File: src/core/ebctl_pkg.sv
package ebctl_pkg;
  // address and data widths of the external bus
  localparam int unsigned ADDR_W = 24;
  localparam int unsigned DATA_W = 16;
  localparam int unsigned N_WIN = 4;
  localparam int unsigned N_CS = 5;
  // demultiplexed low address lines
  localparam int unsigned LOW_ADDR_W = 16;
  // function cfg field positions
  localparam int unsigned FN_ENABLE = 0;
  localparam int unsigned FN_BUS16 = 1;
  localparam int unsigned FN_MUX = 2;
  localparam int unsigned FN_SEGW_LSB = 3;
  localparam int unsigned FN_SEGW_W = 3;
  localparam int unsigned FN_W = 6;
  // timing cfg field positions
  localparam int unsigned TM_ALE_LSB = 0;
  localparam int unsigned TM_CMD_LSB = 2;
  localparam int unsigned TM_W = 6;
  // reset values
  localparam logic [FN_W-1:0] FN_RESET = 6'h00;
  localparam logic [TM_W-1:0] TM_RESET = 6'h00;
  // segment line count 0..7 => 1 up to 8 ext lines
  localparam logic [2:0] SEGW_FULL = 3'h7;
  // reserved areas that go to the external bus
  localparam logic [ADDR_W-1:0] RSV_HI_BASE = 24'hf00000;
  localparam logic [ADDR_W-1:0] RSV_HI_END = 24'hfffeff;
  // on-chip module area on the internal bus
  localparam logic [ADDR_W-1:0] IPB_BASE = 24'h200000;
  localparam logic [ADDR_W-1:0] IPB_END = 24'h20ffff;

  // bus cycle phases, one-hot
  typedef enum logic [4:0] {
    EBCTL_IDLE = 5'h01,
    EBCTL_ADDR = 5'h02,
    EBCTL_CMD = 5'h04,
    EBCTL_WAIT = 5'h08,
    EBCTL_DONE = 5'h10
  } ebctl_state_e;
endpackage : ebctl_pkg

File: src/core/ebctl_ext_bus_ctrl.sv
// Summary of operation
// - single-chip mode or external bus mode
// - driven address width zero to 24 bits
// - data bus eight or sixteen bits
// - multiplexed or demultiplexed per configuration
// - demux puts low address on own lines
// - selectable segment lines limit external space
// - active-low selects per window plus default
// - timing and function configurable per region
// - ready input stretches slow accesses
// - ready active level is selectable
// - four address windows with own ranges
// - window four beats three, two beats one
// - outside all windows use default settings
// - only selected window asserts its select
// - bus timing follows reference clock rising edge
// - bus mode switches per selected window
// - also serves internal peripheral bus accesses
// - internal bus uses same protocol
// - about twelve megabytes external reachable
// - reserved areas become external accesses
module ebctl_ext_bus_ctrl
  import ebctl_pkg::*;
(
  clk_sys,
  reset,
  ext_bus_en,
  addr_width,
  rdy_active_high,
  window_range_lo,
  window_range_hi,
  window_function_cfg,
  window_timing_cfg,
  default_function_cfg,
  default_timing_cfg,
  req_valid,
  req_write,
  req_addr,
  req_wdata,
  req_ready,
  rsp_valid,
  rsp_rdata,
  bus_ref_clock_out,
  ready_pin,
  ad_out,
  ad_in,
  ad_oe_n,
  addr_hi_out,
  addr_lo_out,
  ale_out,
  rd_n_out,
  wr_n_out,
  cs_n_out,
  ipb_sel,
  ipb_ready,
  ipb_rdata,
  busy
);
  input wire logic clk_sys;
  input wire logic reset;
  input wire logic ext_bus_en; // 0: single-chip mode
  input wire logic [4:0] addr_width; // driven address bits 0..24
  input wire logic rdy_active_high; // ready polarity
  input wire logic [N_WIN*ADDR_W-1:0] window_range_lo;
  input wire logic [N_WIN*ADDR_W-1:0] window_range_hi;
  input wire logic [N_WIN*FN_W-1:0] window_function_cfg;
  input wire logic [N_WIN*TM_W-1:0] window_timing_cfg;
  input wire logic [FN_W-1:0] default_function_cfg;
  input wire logic [TM_W-1:0] default_timing_cfg;
  input wire logic req_valid;
  input wire logic req_write;
  input wire logic [ADDR_W-1:0] req_addr;
  input wire logic [DATA_W-1:0] req_wdata;
  output logic req_ready;
  output logic rsp_valid;
  output logic [DATA_W-1:0] rsp_rdata;
  output logic bus_ref_clock_out;
  input wire logic ready_pin; // async pin
  output logic [DATA_W-1:0] ad_out;
  input wire logic [DATA_W-1:0] ad_in; // async pins
  output logic ad_oe_n; // low while driving
  output logic [7:0] addr_hi_out;
  output logic [LOW_ADDR_W-1:0] addr_lo_out;
  output logic ale_out;
  output logic rd_n_out;
  output logic wr_n_out;
  output logic [N_CS-1:0] cs_n_out;
  output logic ipb_sel;
  input wire logic ipb_ready;
  input wire logic [DATA_W-1:0] ipb_rdata;
  output logic busy;

  // two-flop synchronisers for pins
  logic rdy_s1_reg, rdy_s2_reg;
  logic [DATA_W-1:0] ad_s1_reg, ad_s2_reg;
  always_ff @(posedge clk_sys) begin
    if (reset) begin
      rdy_s1_reg <= 1'b0;
      rdy_s2_reg <= 1'b0;
      ad_s1_reg <= '0;
      ad_s2_reg <= '0;
    end else begin
      rdy_s1_reg <= ready_pin;
      rdy_s2_reg <= rdy_s1_reg;
      ad_s1_reg <= ad_in;
      ad_s2_reg <= ad_s1_reg;
    end
  end

  // ready seen at its programmed level
  logic rdy_ok;
  assign rdy_ok = (rdy_s2_reg == rdy_active_high);

  // window hit per entry
  logic [N_WIN-1:0] hit;
  genvar g;
  generate
    for (g = 0; g < N_WIN; g++) begin : g_win
      assign hit[g] = (req_addr >= window_range_lo[g*ADDR_W +: ADDR_W]) &&
        (req_addr <= window_range_hi[g*ADDR_W +: ADDR_W]);
    end
  endgenerate

  // priority select; index 0 is the default region
  logic [2:0] win_sel;
  always_comb begin
    // window 4 over 3, window 2 over 1
    if (hit[3]) win_sel = 3'h4;
    else if (hit[2]) win_sel = 3'h3;
    else if (hit[1]) win_sel = 3'h2;
    else if (hit[0]) win_sel = 3'h1;
    else win_sel = 3'h0;
  end

  // settings of the chosen region
  logic [FN_W-1:0] fn_sel;
  logic [TM_W-1:0] tm_sel;
  always_comb begin
    fn_sel = default_function_cfg;
    tm_sel = default_timing_cfg;
    if (win_sel != 3'h0) begin
      fn_sel = window_function_cfg[(win_sel-3'h1)*FN_W +: FN_W];
      tm_sel = window_timing_cfg[(win_sel-3'h1)*TM_W +: TM_W];
    end
  end

  // internal module area goes to the internal bus
  logic hit_ipb;
  assign hit_ipb = (req_addr >= IPB_BASE) && (req_addr <= IPB_END);

  // bus cycle state
  ebctl_state_e state_reg, state_next;
  logic [1:0] cnt_reg, cnt_next;
  logic [2:0] cs_idx_reg, cs_idx_next;
  logic [FN_W-1:0] fn_reg, fn_next;
  logic [TM_W-1:0] tm_reg, tm_next;
  logic [ADDR_W-1:0] addr_reg, addr_next;
  logic [DATA_W-1:0] wdat_reg, wdat_next;
  logic wr_reg, wr_next;
  logic ipb_reg, ipb_next;
  logic [DATA_W-1:0] rdat_reg, rdat_next;
  logic rsp_reg, rsp_next;
  logic ref_reg, ref_next;

  // reference clock toggles every cycle; phases move on its rising edge
  logic ref_rise;
  assign ref_rise = ~ref_reg;

  // completion source: pin ready or internal ready, same protocol
  logic done_ok;
  assign done_ok = ipb_reg ? ipb_ready : rdy_ok;

  always_comb begin
    state_next = state_reg;
    cnt_next = cnt_reg;
    cs_idx_next = cs_idx_reg;
    fn_next = fn_reg;
    tm_next = tm_reg;
    addr_next = addr_reg;
    wdat_next = wdat_reg;
    wr_next = wr_reg;
    ipb_next = ipb_reg;
    rdat_next = rdat_reg;
    rsp_next = 1'b0;
    ref_next = ~ref_reg;
    case (state_reg)
      EBCTL_IDLE: begin
        // latch a request on a reference rising edge
        if (req_valid && ref_rise) begin
          // reserved high area still goes out as external access
          state_next = EBCTL_ADDR;
          cs_idx_next = win_sel;
          fn_next = fn_sel;
          tm_next = tm_sel;
          addr_next = req_addr;
          wdat_next = req_wdata;
          wr_next = req_write;
          ipb_next = hit_ipb || !ext_bus_en;
          cnt_next = tm_sel[TM_ALE_LSB +: 2];
        end
      end
      EBCTL_ADDR: begin
        // address phase length from timing cfg
        if (ref_rise) begin
          if (cnt_reg == 2'h0) begin
            state_next = EBCTL_CMD;
            cnt_next = tm_reg[TM_CMD_LSB +: 2];
          end else begin
            cnt_next = cnt_reg - 2'h1;
          end
        end
      end
      EBCTL_CMD: begin
        // programmed command delay, then wait for ready
        if (ref_rise) begin
          if (cnt_reg == 2'h0) state_next = EBCTL_WAIT;
          else cnt_next = cnt_reg - 2'h1;
        end
      end
      EBCTL_WAIT: begin
        // hold everything while ready is inactive
        if (ref_rise && done_ok) begin
          state_next = EBCTL_DONE;
          rdat_next = ipb_reg ? ipb_rdata : ad_s2_reg;
          if (!ipb_reg && !fn_reg[FN_BUS16]) begin
            rdat_next = {8'h00, ad_s2_reg[7:0]};
          end
        end
      end
      EBCTL_DONE: begin
        rsp_next = 1'b1;
        state_next = EBCTL_IDLE;
      end
      default: state_next = EBCTL_IDLE;
    endcase
  end

  // register the cycle state
  always_ff @(posedge clk_sys) begin
    if (reset) begin
      state_reg <= EBCTL_IDLE;
      cnt_reg <= 2'h0;
      cs_idx_reg <= 3'h0;
      fn_reg <= FN_RESET;
      tm_reg <= TM_RESET;
      addr_reg <= '0;
      wdat_reg <= '0;
      wr_reg <= 1'b0;
      ipb_reg <= 1'b0;
      rdat_reg <= '0;
      rsp_reg <= 1'b0;
      ref_reg <= 1'b0;
    end else begin
      state_reg <= state_next;
      cnt_reg <= cnt_next;
      cs_idx_reg <= cs_idx_next;
      fn_reg <= fn_next;
      tm_reg <= tm_next;
      addr_reg <= addr_next;
      wdat_reg <= wdat_next;
      wr_reg <= wr_next;
      ipb_reg <= ipb_next;
      rdat_reg <= rdat_next;
      rsp_reg <= rsp_next;
      ref_reg <= ref_next;
    end
  end

  // pin drive decode; external only when not routed inside
  logic act, ext_act, mux_mode;
  logic [ADDR_W-1:0] amask;
  logic [7:0] segmask;
  assign act = (state_reg != EBCTL_IDLE) && (state_reg != EBCTL_DONE);
  assign ext_act = act && !ipb_reg && ext_bus_en;
  assign mux_mode = fn_reg[FN_MUX];
  // only the low addr_width bits are driven
  assign amask = (addr_width >= 5'h18) ? {ADDR_W{1'b1}} :
    ((24'h000001 << addr_width) - 24'h000001);
  // segment lines 16..23; fewer lines shrink space toward 128 KB
  assign segmask = 8'hff >> (SEGW_FULL - fn_reg[FN_SEGW_LSB +: FN_SEGW_W]);
  // 12 MB of 16 MB via A0..A23 with windows
  logic [ADDR_W-1:0] aout;
  assign aout = addr_reg & amask;

  // registered pin outputs
  always_ff @(posedge clk_sys) begin
    if (reset) begin
      ad_out <= '0;
      ad_oe_n <= 1'b1;
      addr_hi_out <= 8'h00;
      addr_lo_out <= '0;
      ale_out <= 1'b0;
      rd_n_out <= 1'b1;
      wr_n_out <= 1'b1;
      cs_n_out <= '1;
      ipb_sel <= 1'b0;
    end else begin
      // freed segment lines stay low
      addr_hi_out <= ext_act ? (aout[23:16] & segmask) : 8'h00;
      addr_lo_out <= (ext_act && !mux_mode) ? aout[15:0] : '0;
      ale_out <= ext_act && (state_reg == EBCTL_ADDR);
      rd_n_out <= !(ext_act && !wr_reg && state_reg != EBCTL_ADDR);
      wr_n_out <= !(ext_act && wr_reg && state_reg != EBCTL_ADDR);
      // address then data on shared lines when multiplexed
      if (ext_act && mux_mode && state_reg == EBCTL_ADDR) begin
        ad_out <= aout[15:0];
        ad_oe_n <= 1'b0;
      end else if (ext_act && wr_reg && state_reg != EBCTL_ADDR) begin
        ad_out <= fn_reg[FN_BUS16] ? wdat_reg : {8'h00, wdat_reg[7:0]};
        ad_oe_n <= 1'b0;
      end else begin
        ad_out <= '0;
        ad_oe_n <= 1'b1;
      end
      // one low select, only for the latched region
      for (int i = 0; i < N_CS; i++) begin
        cs_n_out[i] <= !(ext_act && cs_idx_reg == i[2:0]);
      end
      ipb_sel <= act && ipb_reg;
    end
  end

  // handshake and status
  assign req_ready = (state_reg == EBCTL_IDLE) && ref_rise;
  assign rsp_valid = rsp_reg;
  assign rsp_rdata = rdat_reg;
  assign bus_ref_clock_out = ref_reg;
  assign busy = (state_reg != EBCTL_IDLE);
endmodule : ebctl_ext_bus_ctrl

File: config.mk
export PLATFORM = sky130hd
export DESIGN_NAME = ebctl_ext_bus_ctrl
export DESIGN_NICKNAME = d
export VERILOG_FILES = /design/src/core/ebctl_pkg.sv /design/src/core/ebctl_ext_bus_ctrl.sv
export SDC_FILE = /design/constraint.sdc
export NUM_CORES = 1
export LEC_CHECK = 0
export ABC_AREA = 1
export ABC_CLOCK_PERIOD_IN_PS = 3440
export BUFFER_PORTS_ARGS = -buffer_cell sky130_fd_sc_hd__clkbuf_2
export CAP_MARGIN = 10
export CORE_MARGIN = 3
export CORE_UTILIZATION = 47
export DETAILED_ROUTE_END_ITERATION = 12
export PLACE_DENSITY = 0.84
export SLEW_MARGIN = 25
export SYNTH_ARGS = -nofsm -noshare
export SYNTH_HDL_FRONTEND = slang
export SYNTH_SLANG_ARGS = --single-unit
File: constraint.sdc
create_clock -name clk_sys -period 3.44 [get_ports clk_sys]
set_input_delay 0.172 -clock clk_sys [delete_from_list [all_inputs] [get_ports clk_sys]]
set_output_delay 0.172 -clock clk_sys [all_outputs]
set_load 0.01 [all_outputs]
**Yosys cells after proc, flatten, opt, wreduce, memory -nomap -nowiden**

Cells that the tools add are included.
W data, S select, Z words.

- Multipliers: 1
- Shift operators: 4
- Reductions and logical operators: 49
- Eq/ne operators: 20
- Order comparisons: 11
- Bitwise gates (word level): 5
- $add $sub $neg: 4
- Mux-type cells: 29

Operators with widths:

| cell | number |
|---|---|
| $ge A24 B24 Y1 | 4 |
| $le A24 B24 Y1 | 4 |
| $mux W16 | 5 |
| $shiftx A24 B33 Y4 | 1 |
| $shiftx A24 B33 Y6 | 1 |
| $mul A32 B2 Y31 const B | 1 |
| $mux W5 | 6 |
| $logic_and A1 B1 Y1 | 26 |
| $and A24 B24 Y24 | 1 |
| $ge A24 B22 Y1 const B | 1 |
| $le A24 B22 Y1 const B | 1 |
| $mux W24 | 1 |
| $shl A1 B5 Y24 const A | 1 |
| $sub A24 B1 Y24 const B | 1 |
| $pmux W5 S4 | 1 |
| $mux W2 | 7 |
| $ne A2 B2 Y1 const B | 7 |
| $logic_not A1 Y1 | 12 |
| $and A8 B8 Y8 | 1 |
| $shr A8 B3 Y8 const A | 1 |
| $eq A3 B2 Y1 const B | 2 |
| $mux W6 | 1 |
| $pmux W2 S3 | 1 |
| $reduce_and A6 Y1 | 1 |
| 26 further kinds | 35 |

- Output and inout bits: 70
- Input bits: 337
- Register bits after elaboration: 164
- Word-level logic and storage cells: 148

**Logic depth before layout (Yosys ltp)**

- Depth after elaboration: 12
- Mapped depth: 30
- Gate-level depth less buffers: 28

**Worst setup path before layout**

No wires, ideal clock.

- Kind: input to register
- Start: input window_range_hi[39]
- End: register tm_reg[2]
- Buffers on the path: 3
- Required time: 3370 ps
- Stages on the path: 25
- Setup slack: 201 ps
- Library setup time: 70 ps
- Arrival: 3169 ps
- Path through: inv_1 ha_1 nand2_1 nor2_2 nand4_1 nor2_2 nand2_1 nand3_1 nand2_1 nand2_2 nand3_2 nand2_4 nand2_8 buf_2 ha_1 clkbuf_1 inv_1 buf_2 nand3_1 clkinv_1 a21oi_1 nand2_1 nand3_1 o211ai_1 a21oi_1

- Cells in the longest elaborated chain, start to end: 9
- Elaborated cells between the ends (all ways): 10
- Classes of those cells: add/sub (1); mul (1); order compare (1); shift (1); mux (4); reduce/logical (2)

RTL lines:

| item | line | text |
|---|---|---|
| start: declaration | ebctl_ext_bus_ctrl.sv:65 | `input wire logic [N_WIN*ADDR_W-1:0] window_range_hi;` |
| $le A24 B24 Y1 (*) | ebctl_ext_bus_ctrl.sv:120 | `(req_addr <= window_range_hi[g*ADDR_W +: ADDR_W]);` |
| $logic_and A1 B1 Y1 (*) | ebctl_ext_bus_ctrl.sv:119 | `assign hit[g] = (req_addr >= window_range_lo[g*ADDR_W +: ADDR_W]) &&` |
| $mux W2 (*) | ebctl_ext_bus_ctrl.sv:130 | `else if (hit[1]) win_sel = 3'h2;` |
| $mux W2 (*) | ebctl_ext_bus_ctrl.sv:129 | `else if (hit[2]) win_sel = 3'h3;` |
| $mux W3 (*) | ebctl_ext_bus_ctrl.sv:128 | `if (hit[3]) win_sel = 3'h4;` |
| $sub A3 B1 Y4 | ebctl_ext_bus_ctrl.sv:143 | `tm_sel = window_timing_cfg[(win_sel-3'h1)*TM_W +: TM_W];` |
| $mul A32 B2 Y31 | ebctl_ext_bus_ctrl.sv:143 |  |
| $shiftx A24 B33 Y4 | ebctl_ext_bus_ctrl.sv:143 |  |
| $mux W4 (*) | ebctl_ext_bus_ctrl.sv:141 | `if (win_sel != 3'h0) begin` |
| end signal: assignment | ebctl_ext_bus_ctrl.sv:258 | `tm_reg <= tm_next;` |
| end: declaration | ebctl_ext_bus_ctrl.sv:156 | `logic [TM_W-1:0] tm_reg, tm_next;` |

Mark *: on every way between the ends. The rest lies on a longest branch, timed or not.
A chain may end at the register's enable or synchronous reset.

**Worst setup path after layout**

- Start: input req_addr[15]
- End: register cnt_reg[0]

- Cells in the longest elaborated chain, start to end: 12
- Elaborated cells between the ends (all ways): 23
- Classes of those cells: add/sub (1); mul (1); order compare (8); shift (1); mux (7); reduce/logical (5)

RTL lines:

| item | line | text |
|---|---|---|
| start: declaration | ebctl_ext_bus_ctrl.sv:72 | `input wire logic [ADDR_W-1:0] req_addr;` |
| $ge A24 B24 Y1 / $le A24 B24 Y1 (equally long branches) | ebctl_ext_bus_ctrl.sv:119, ebctl_ext_bus_ctrl.sv:120 |  |
| $logic_and A1 B1 Y1 | ebctl_ext_bus_ctrl.sv:119 |  |
| $mux W1 | ebctl_ext_bus_ctrl.sv:131 | `else if (hit[0]) win_sel = 3'h1;` |
| $mux W2 | ebctl_ext_bus_ctrl.sv:130 |  |
| $mux W2 | ebctl_ext_bus_ctrl.sv:129 |  |
| $mux W3 (*) | ebctl_ext_bus_ctrl.sv:128 |  |
| $sub A3 B1 Y4 | ebctl_ext_bus_ctrl.sv:143 |  |
| $mul A32 B2 Y31 | ebctl_ext_bus_ctrl.sv:143 |  |
| $shiftx A24 B33 Y4 | ebctl_ext_bus_ctrl.sv:143 |  |
| $mux W4 (*) | ebctl_ext_bus_ctrl.sv:141 |  |
| $mux W2 (*) | ebctl_ext_bus_ctrl.sv:189 | `if (req_valid && ref_rise) begin` |
| $pmux W2 S3 (*) | ebctl_ext_bus_ctrl.sv:186 | `case (state_reg)` |
| end signal: assignment | ebctl_ext_bus_ctrl.sv:255 | `cnt_reg <= cnt_next;` |
| end: declaration | ebctl_ext_bus_ctrl.sv:153 | `logic [1:0] cnt_reg, cnt_next;` |

Mark *: on every way between the ends. The rest lies on a longest branch, timed or not. The select of a mux whose other input is x is not followed.

==> out/metrics.cfg <==
[run_status]
status = finished clean

[worst_setup_path]
cp_num_buf_inv = 3
endpoint_kind = flip-flop
crit_chain = clkbuf_2, buf_4, ha_1, nand2_1, nor2_1, nand4_1, nor2_2, nand2_1, nand3_2, nand2_2, nand2_8, nand2_1, fa_1, buf_4, nand2_1, nand2_1, nand2_1, nand2_1, nand2_1, a21oi_1, nand2_1, a21oi_1, o21ai_1, a21oi_1
cp.required_ns = 3.80
crit_slowest_cell = fa_1
critPathMaxFanout = 12
arrival_ns = 3.50
crit_type = in2reg
critPathMaxStageDelay_ns = 0.54
cp_common_cell = nand2_1
cp-start-kind = input pin
cp_top_family = simple AND/OR/NAND/NOR gates

[sta]
rsz0062_at_grt = no
min_period_ns = 3.14
fmax_mhz = 318
worst_slew_pin_slew_ns = 0.616
fin_crit_sh = 0.914
setup_viol = 0
drv_slew = 0
fin_worst_skew_ns = 0.0125
final_hold_viol_count = 0
maxSlewHeadroom = 0.589

[floorplanning]
pin_count = 407
fp.coreArea_sq_um = 26100
design.die.area_sq_um = 28700
start_util = 0.480
fp.dieW_um = 169
dieHeight_um = 169
fp-row-count = 59

[final_layout]
fillerInstances = 2382
fin_nets = 2880
design_area_sq_um = 16200
num_antenna_cells = 0
area_growth_syn_to_layout_pct = 28.8
final_layout_size_suffix_gt1_frac = 0.228
largest_reg_flops = 24

[place]
gp_congestion = 0.952
dpl_cell_area_sq_um = 15200
port_buffers = 403
dp_hpwl_um = 35600

[route]
finalWirelength_um = 44800
detail-route-antenna-nets = 0
vias = 14145
via_per_inst = 5.25
dr_wl_met3_um = 2810
post_drt_wl_per_cell_um = 16.6
wl_met1_um = 18500
highest_layer = met4
firstDrtPassIters = 6
routed-wl-met2_um = 21600
drc = 0
drt_iter0_drc = 888

[grt]
antenna_found_initial = 0
grt_usage = 0.304
grt-ovfl-total = 0
grt_pass1_wl_um = 69800
grt_pass1_vias = 13819
grt_start_max_net_pins = 42

[yosys]
synthArstFlopShare = 0
synth_ff_type = dfxtp_1
syn_inst = 1887
synth.area.top_cells = dfxtp_1 (26%), ha_1 (20%), nand2_1 (12%)
synth_top_area_cell = dfxtp_1
seq_area_frac_synth = 0.257
synth-seq-cells = 161
avgSynthCellArea_sq_um = 6.64
syn_area_sq_um = 12500
yosysTopAreaCellShare = 0.257
syn-num-nets = 2421
ys_types = 51
synth-edff-count = 0
yosysWarningCount = 0

[power_and_ir_drop]
p_leak_nw = 9.26
ir_drop_mv = 0.461
power.density_nw_per_um2 = 486
p_total_mw = 7.85

[cts]
clk_pin_slew_ns = 0.07
clk_path_buf_depth = 2
htree_levels = 4
postCtsSetupBuffers = 0
clock_latency_ns = 0.43
cts_num_sinks = 161
clockRootBuffer = clkbuf_16
cts_resized = 0
cts_made_buffers = 17
cts_tree = built

[job]
cap_violations = 0

[worst_hold_path]
hold_path.class = in2reg

## Yosys cell counts, types with 9 or more instances
library cell	n
ha_1	196
o211ai_1	13
nor2_1	213
a31oi_1	10
nor2_2	9
nand3_1	86
buf_2	16
o21ai_0	97
nand4_1	27
clkbuf_1	27
nor3_1	15
a21oi_1	143
inv_1	366
nand2_1	395
dfxtp_1	161
## final cells by class
cell class                 instances  area, sq um  share of cell area
clock buffer                      20          457              0.0283
clock inverter                    12          203              0.0125
inverter                         373         1400              0.0868
multi-input combinational       1300         7640               0.473
sequential                       161         3220               0.200
tap                              335          419              0.0260
timing repair buffer             493         2810               0.174
## metal layers
layer  vias up  global-route usage
met1      6407               0.376
met5         -                   0
li1       6977                   -
met3       136              0.0438
met2       625               0.534
met4         0               0.122
## logic make-up (layout without fill, tap and decap cells)
logic type / Yosys count / after routing / share of synthesized area
adder cells (fa/ha/maj): 197 / 197 / 0.197
AND/OR/NAND/NOR: 774 / 774 / 0.262
buffers and inverters: 426 / 898 / 0.134
XOR/XNOR: 2 / 2 / 0.00140
flip-flops: 161 / 161 / 0.257
AO/OA/AOI/OAI: 327 / 327 / 0.148
## worst paths after layout
check        slack [ns]  cells after the start          from            to
max reg2reg        0.78                     12  state_reg[2]  wdat_reg[12]
max                0.30                     24  req_addr[15]    cnt_reg[0]
min reg2reg        0.41                      2    rdy_s1_reg    rdy_s2_reg
min                0.01                      3  ipb_rdata[0]  rsp_rdata[0]
## report_power, final
group | internal [mW] | switching, mW | leakage (nW) | total [mW]
combinational | 1.24 | 2.17 | 7.62 | 3.41
clock | 1.33 | 0.777 | 0.321 | 2.11
sequential | 2.16 | 0.168 | 1.32 | 2.33
## what timing repair did
item | in CTS | in global routing
endpoints found under the setup margin | 0 | 0
endpoints found under the hold margin | 27 | 0
hold buffers | 27 | 0
## cells in the final DEF (no fill, tap or decap), drive strengths merged
master	synthesis	final
dlygate4sd3	0	27
a311oi	5	5
buf	26	63
dfxtp	161	161
a21boi	1	1
nor4	2	2
clkinv	3	6
a31oi	10	10
o21ai	106	106
o2111ai	3	3
nor2	222	222
a21o	8	8
nand4	29	29
bufinv	0	5
a41oi	1	1
or2	4	4
nor3b	1	1
nor3	15	15
o211ai	14	14
ha	196	196
clkinvlp	0	1
o211a	4	4
or4	1	1
o31ai	3	3
o32ai	6	6
inv	370	373
nand3	90	90
nand2	407	407
nand3b	3	3
o41ai	1	1
o21a	8	8
clkbuf	27	423
xor2	2	2
o21bai	3	3
a21oi	147	147
o22ai	7	7
fa	1	1
## through the flow
stage	setup TNS (ns)	hold WS (ns)	cells	worst slack (ns)	utilization
2_1_floorplan	0	0.279	1887	0.201	-
3_3_place_gp	-0.0863	0.372	2635	-0.0616	0.582
3_5_place_dp	-0.210	0.369	2635	-0.108	0.582
4_1_cts	0	0.00970	2694	0.310	0.618
5_1_grt	0	0.0261	2694	0.0271	0.618
6_report	0	0.0122	2694	0.296	0.618
## worst register-to-register path, delay by kind of cell (launching register included)
family / cells / cell delay (ns)
AND/OR/NAND/NOR: 4 / 0.77
AO/OA/AOI/OAI: 3 / 0.50
buffers and inverters: 5 / 0.98
flip-flops: 1 / 0.32
(Power assumes the default switching activity.)
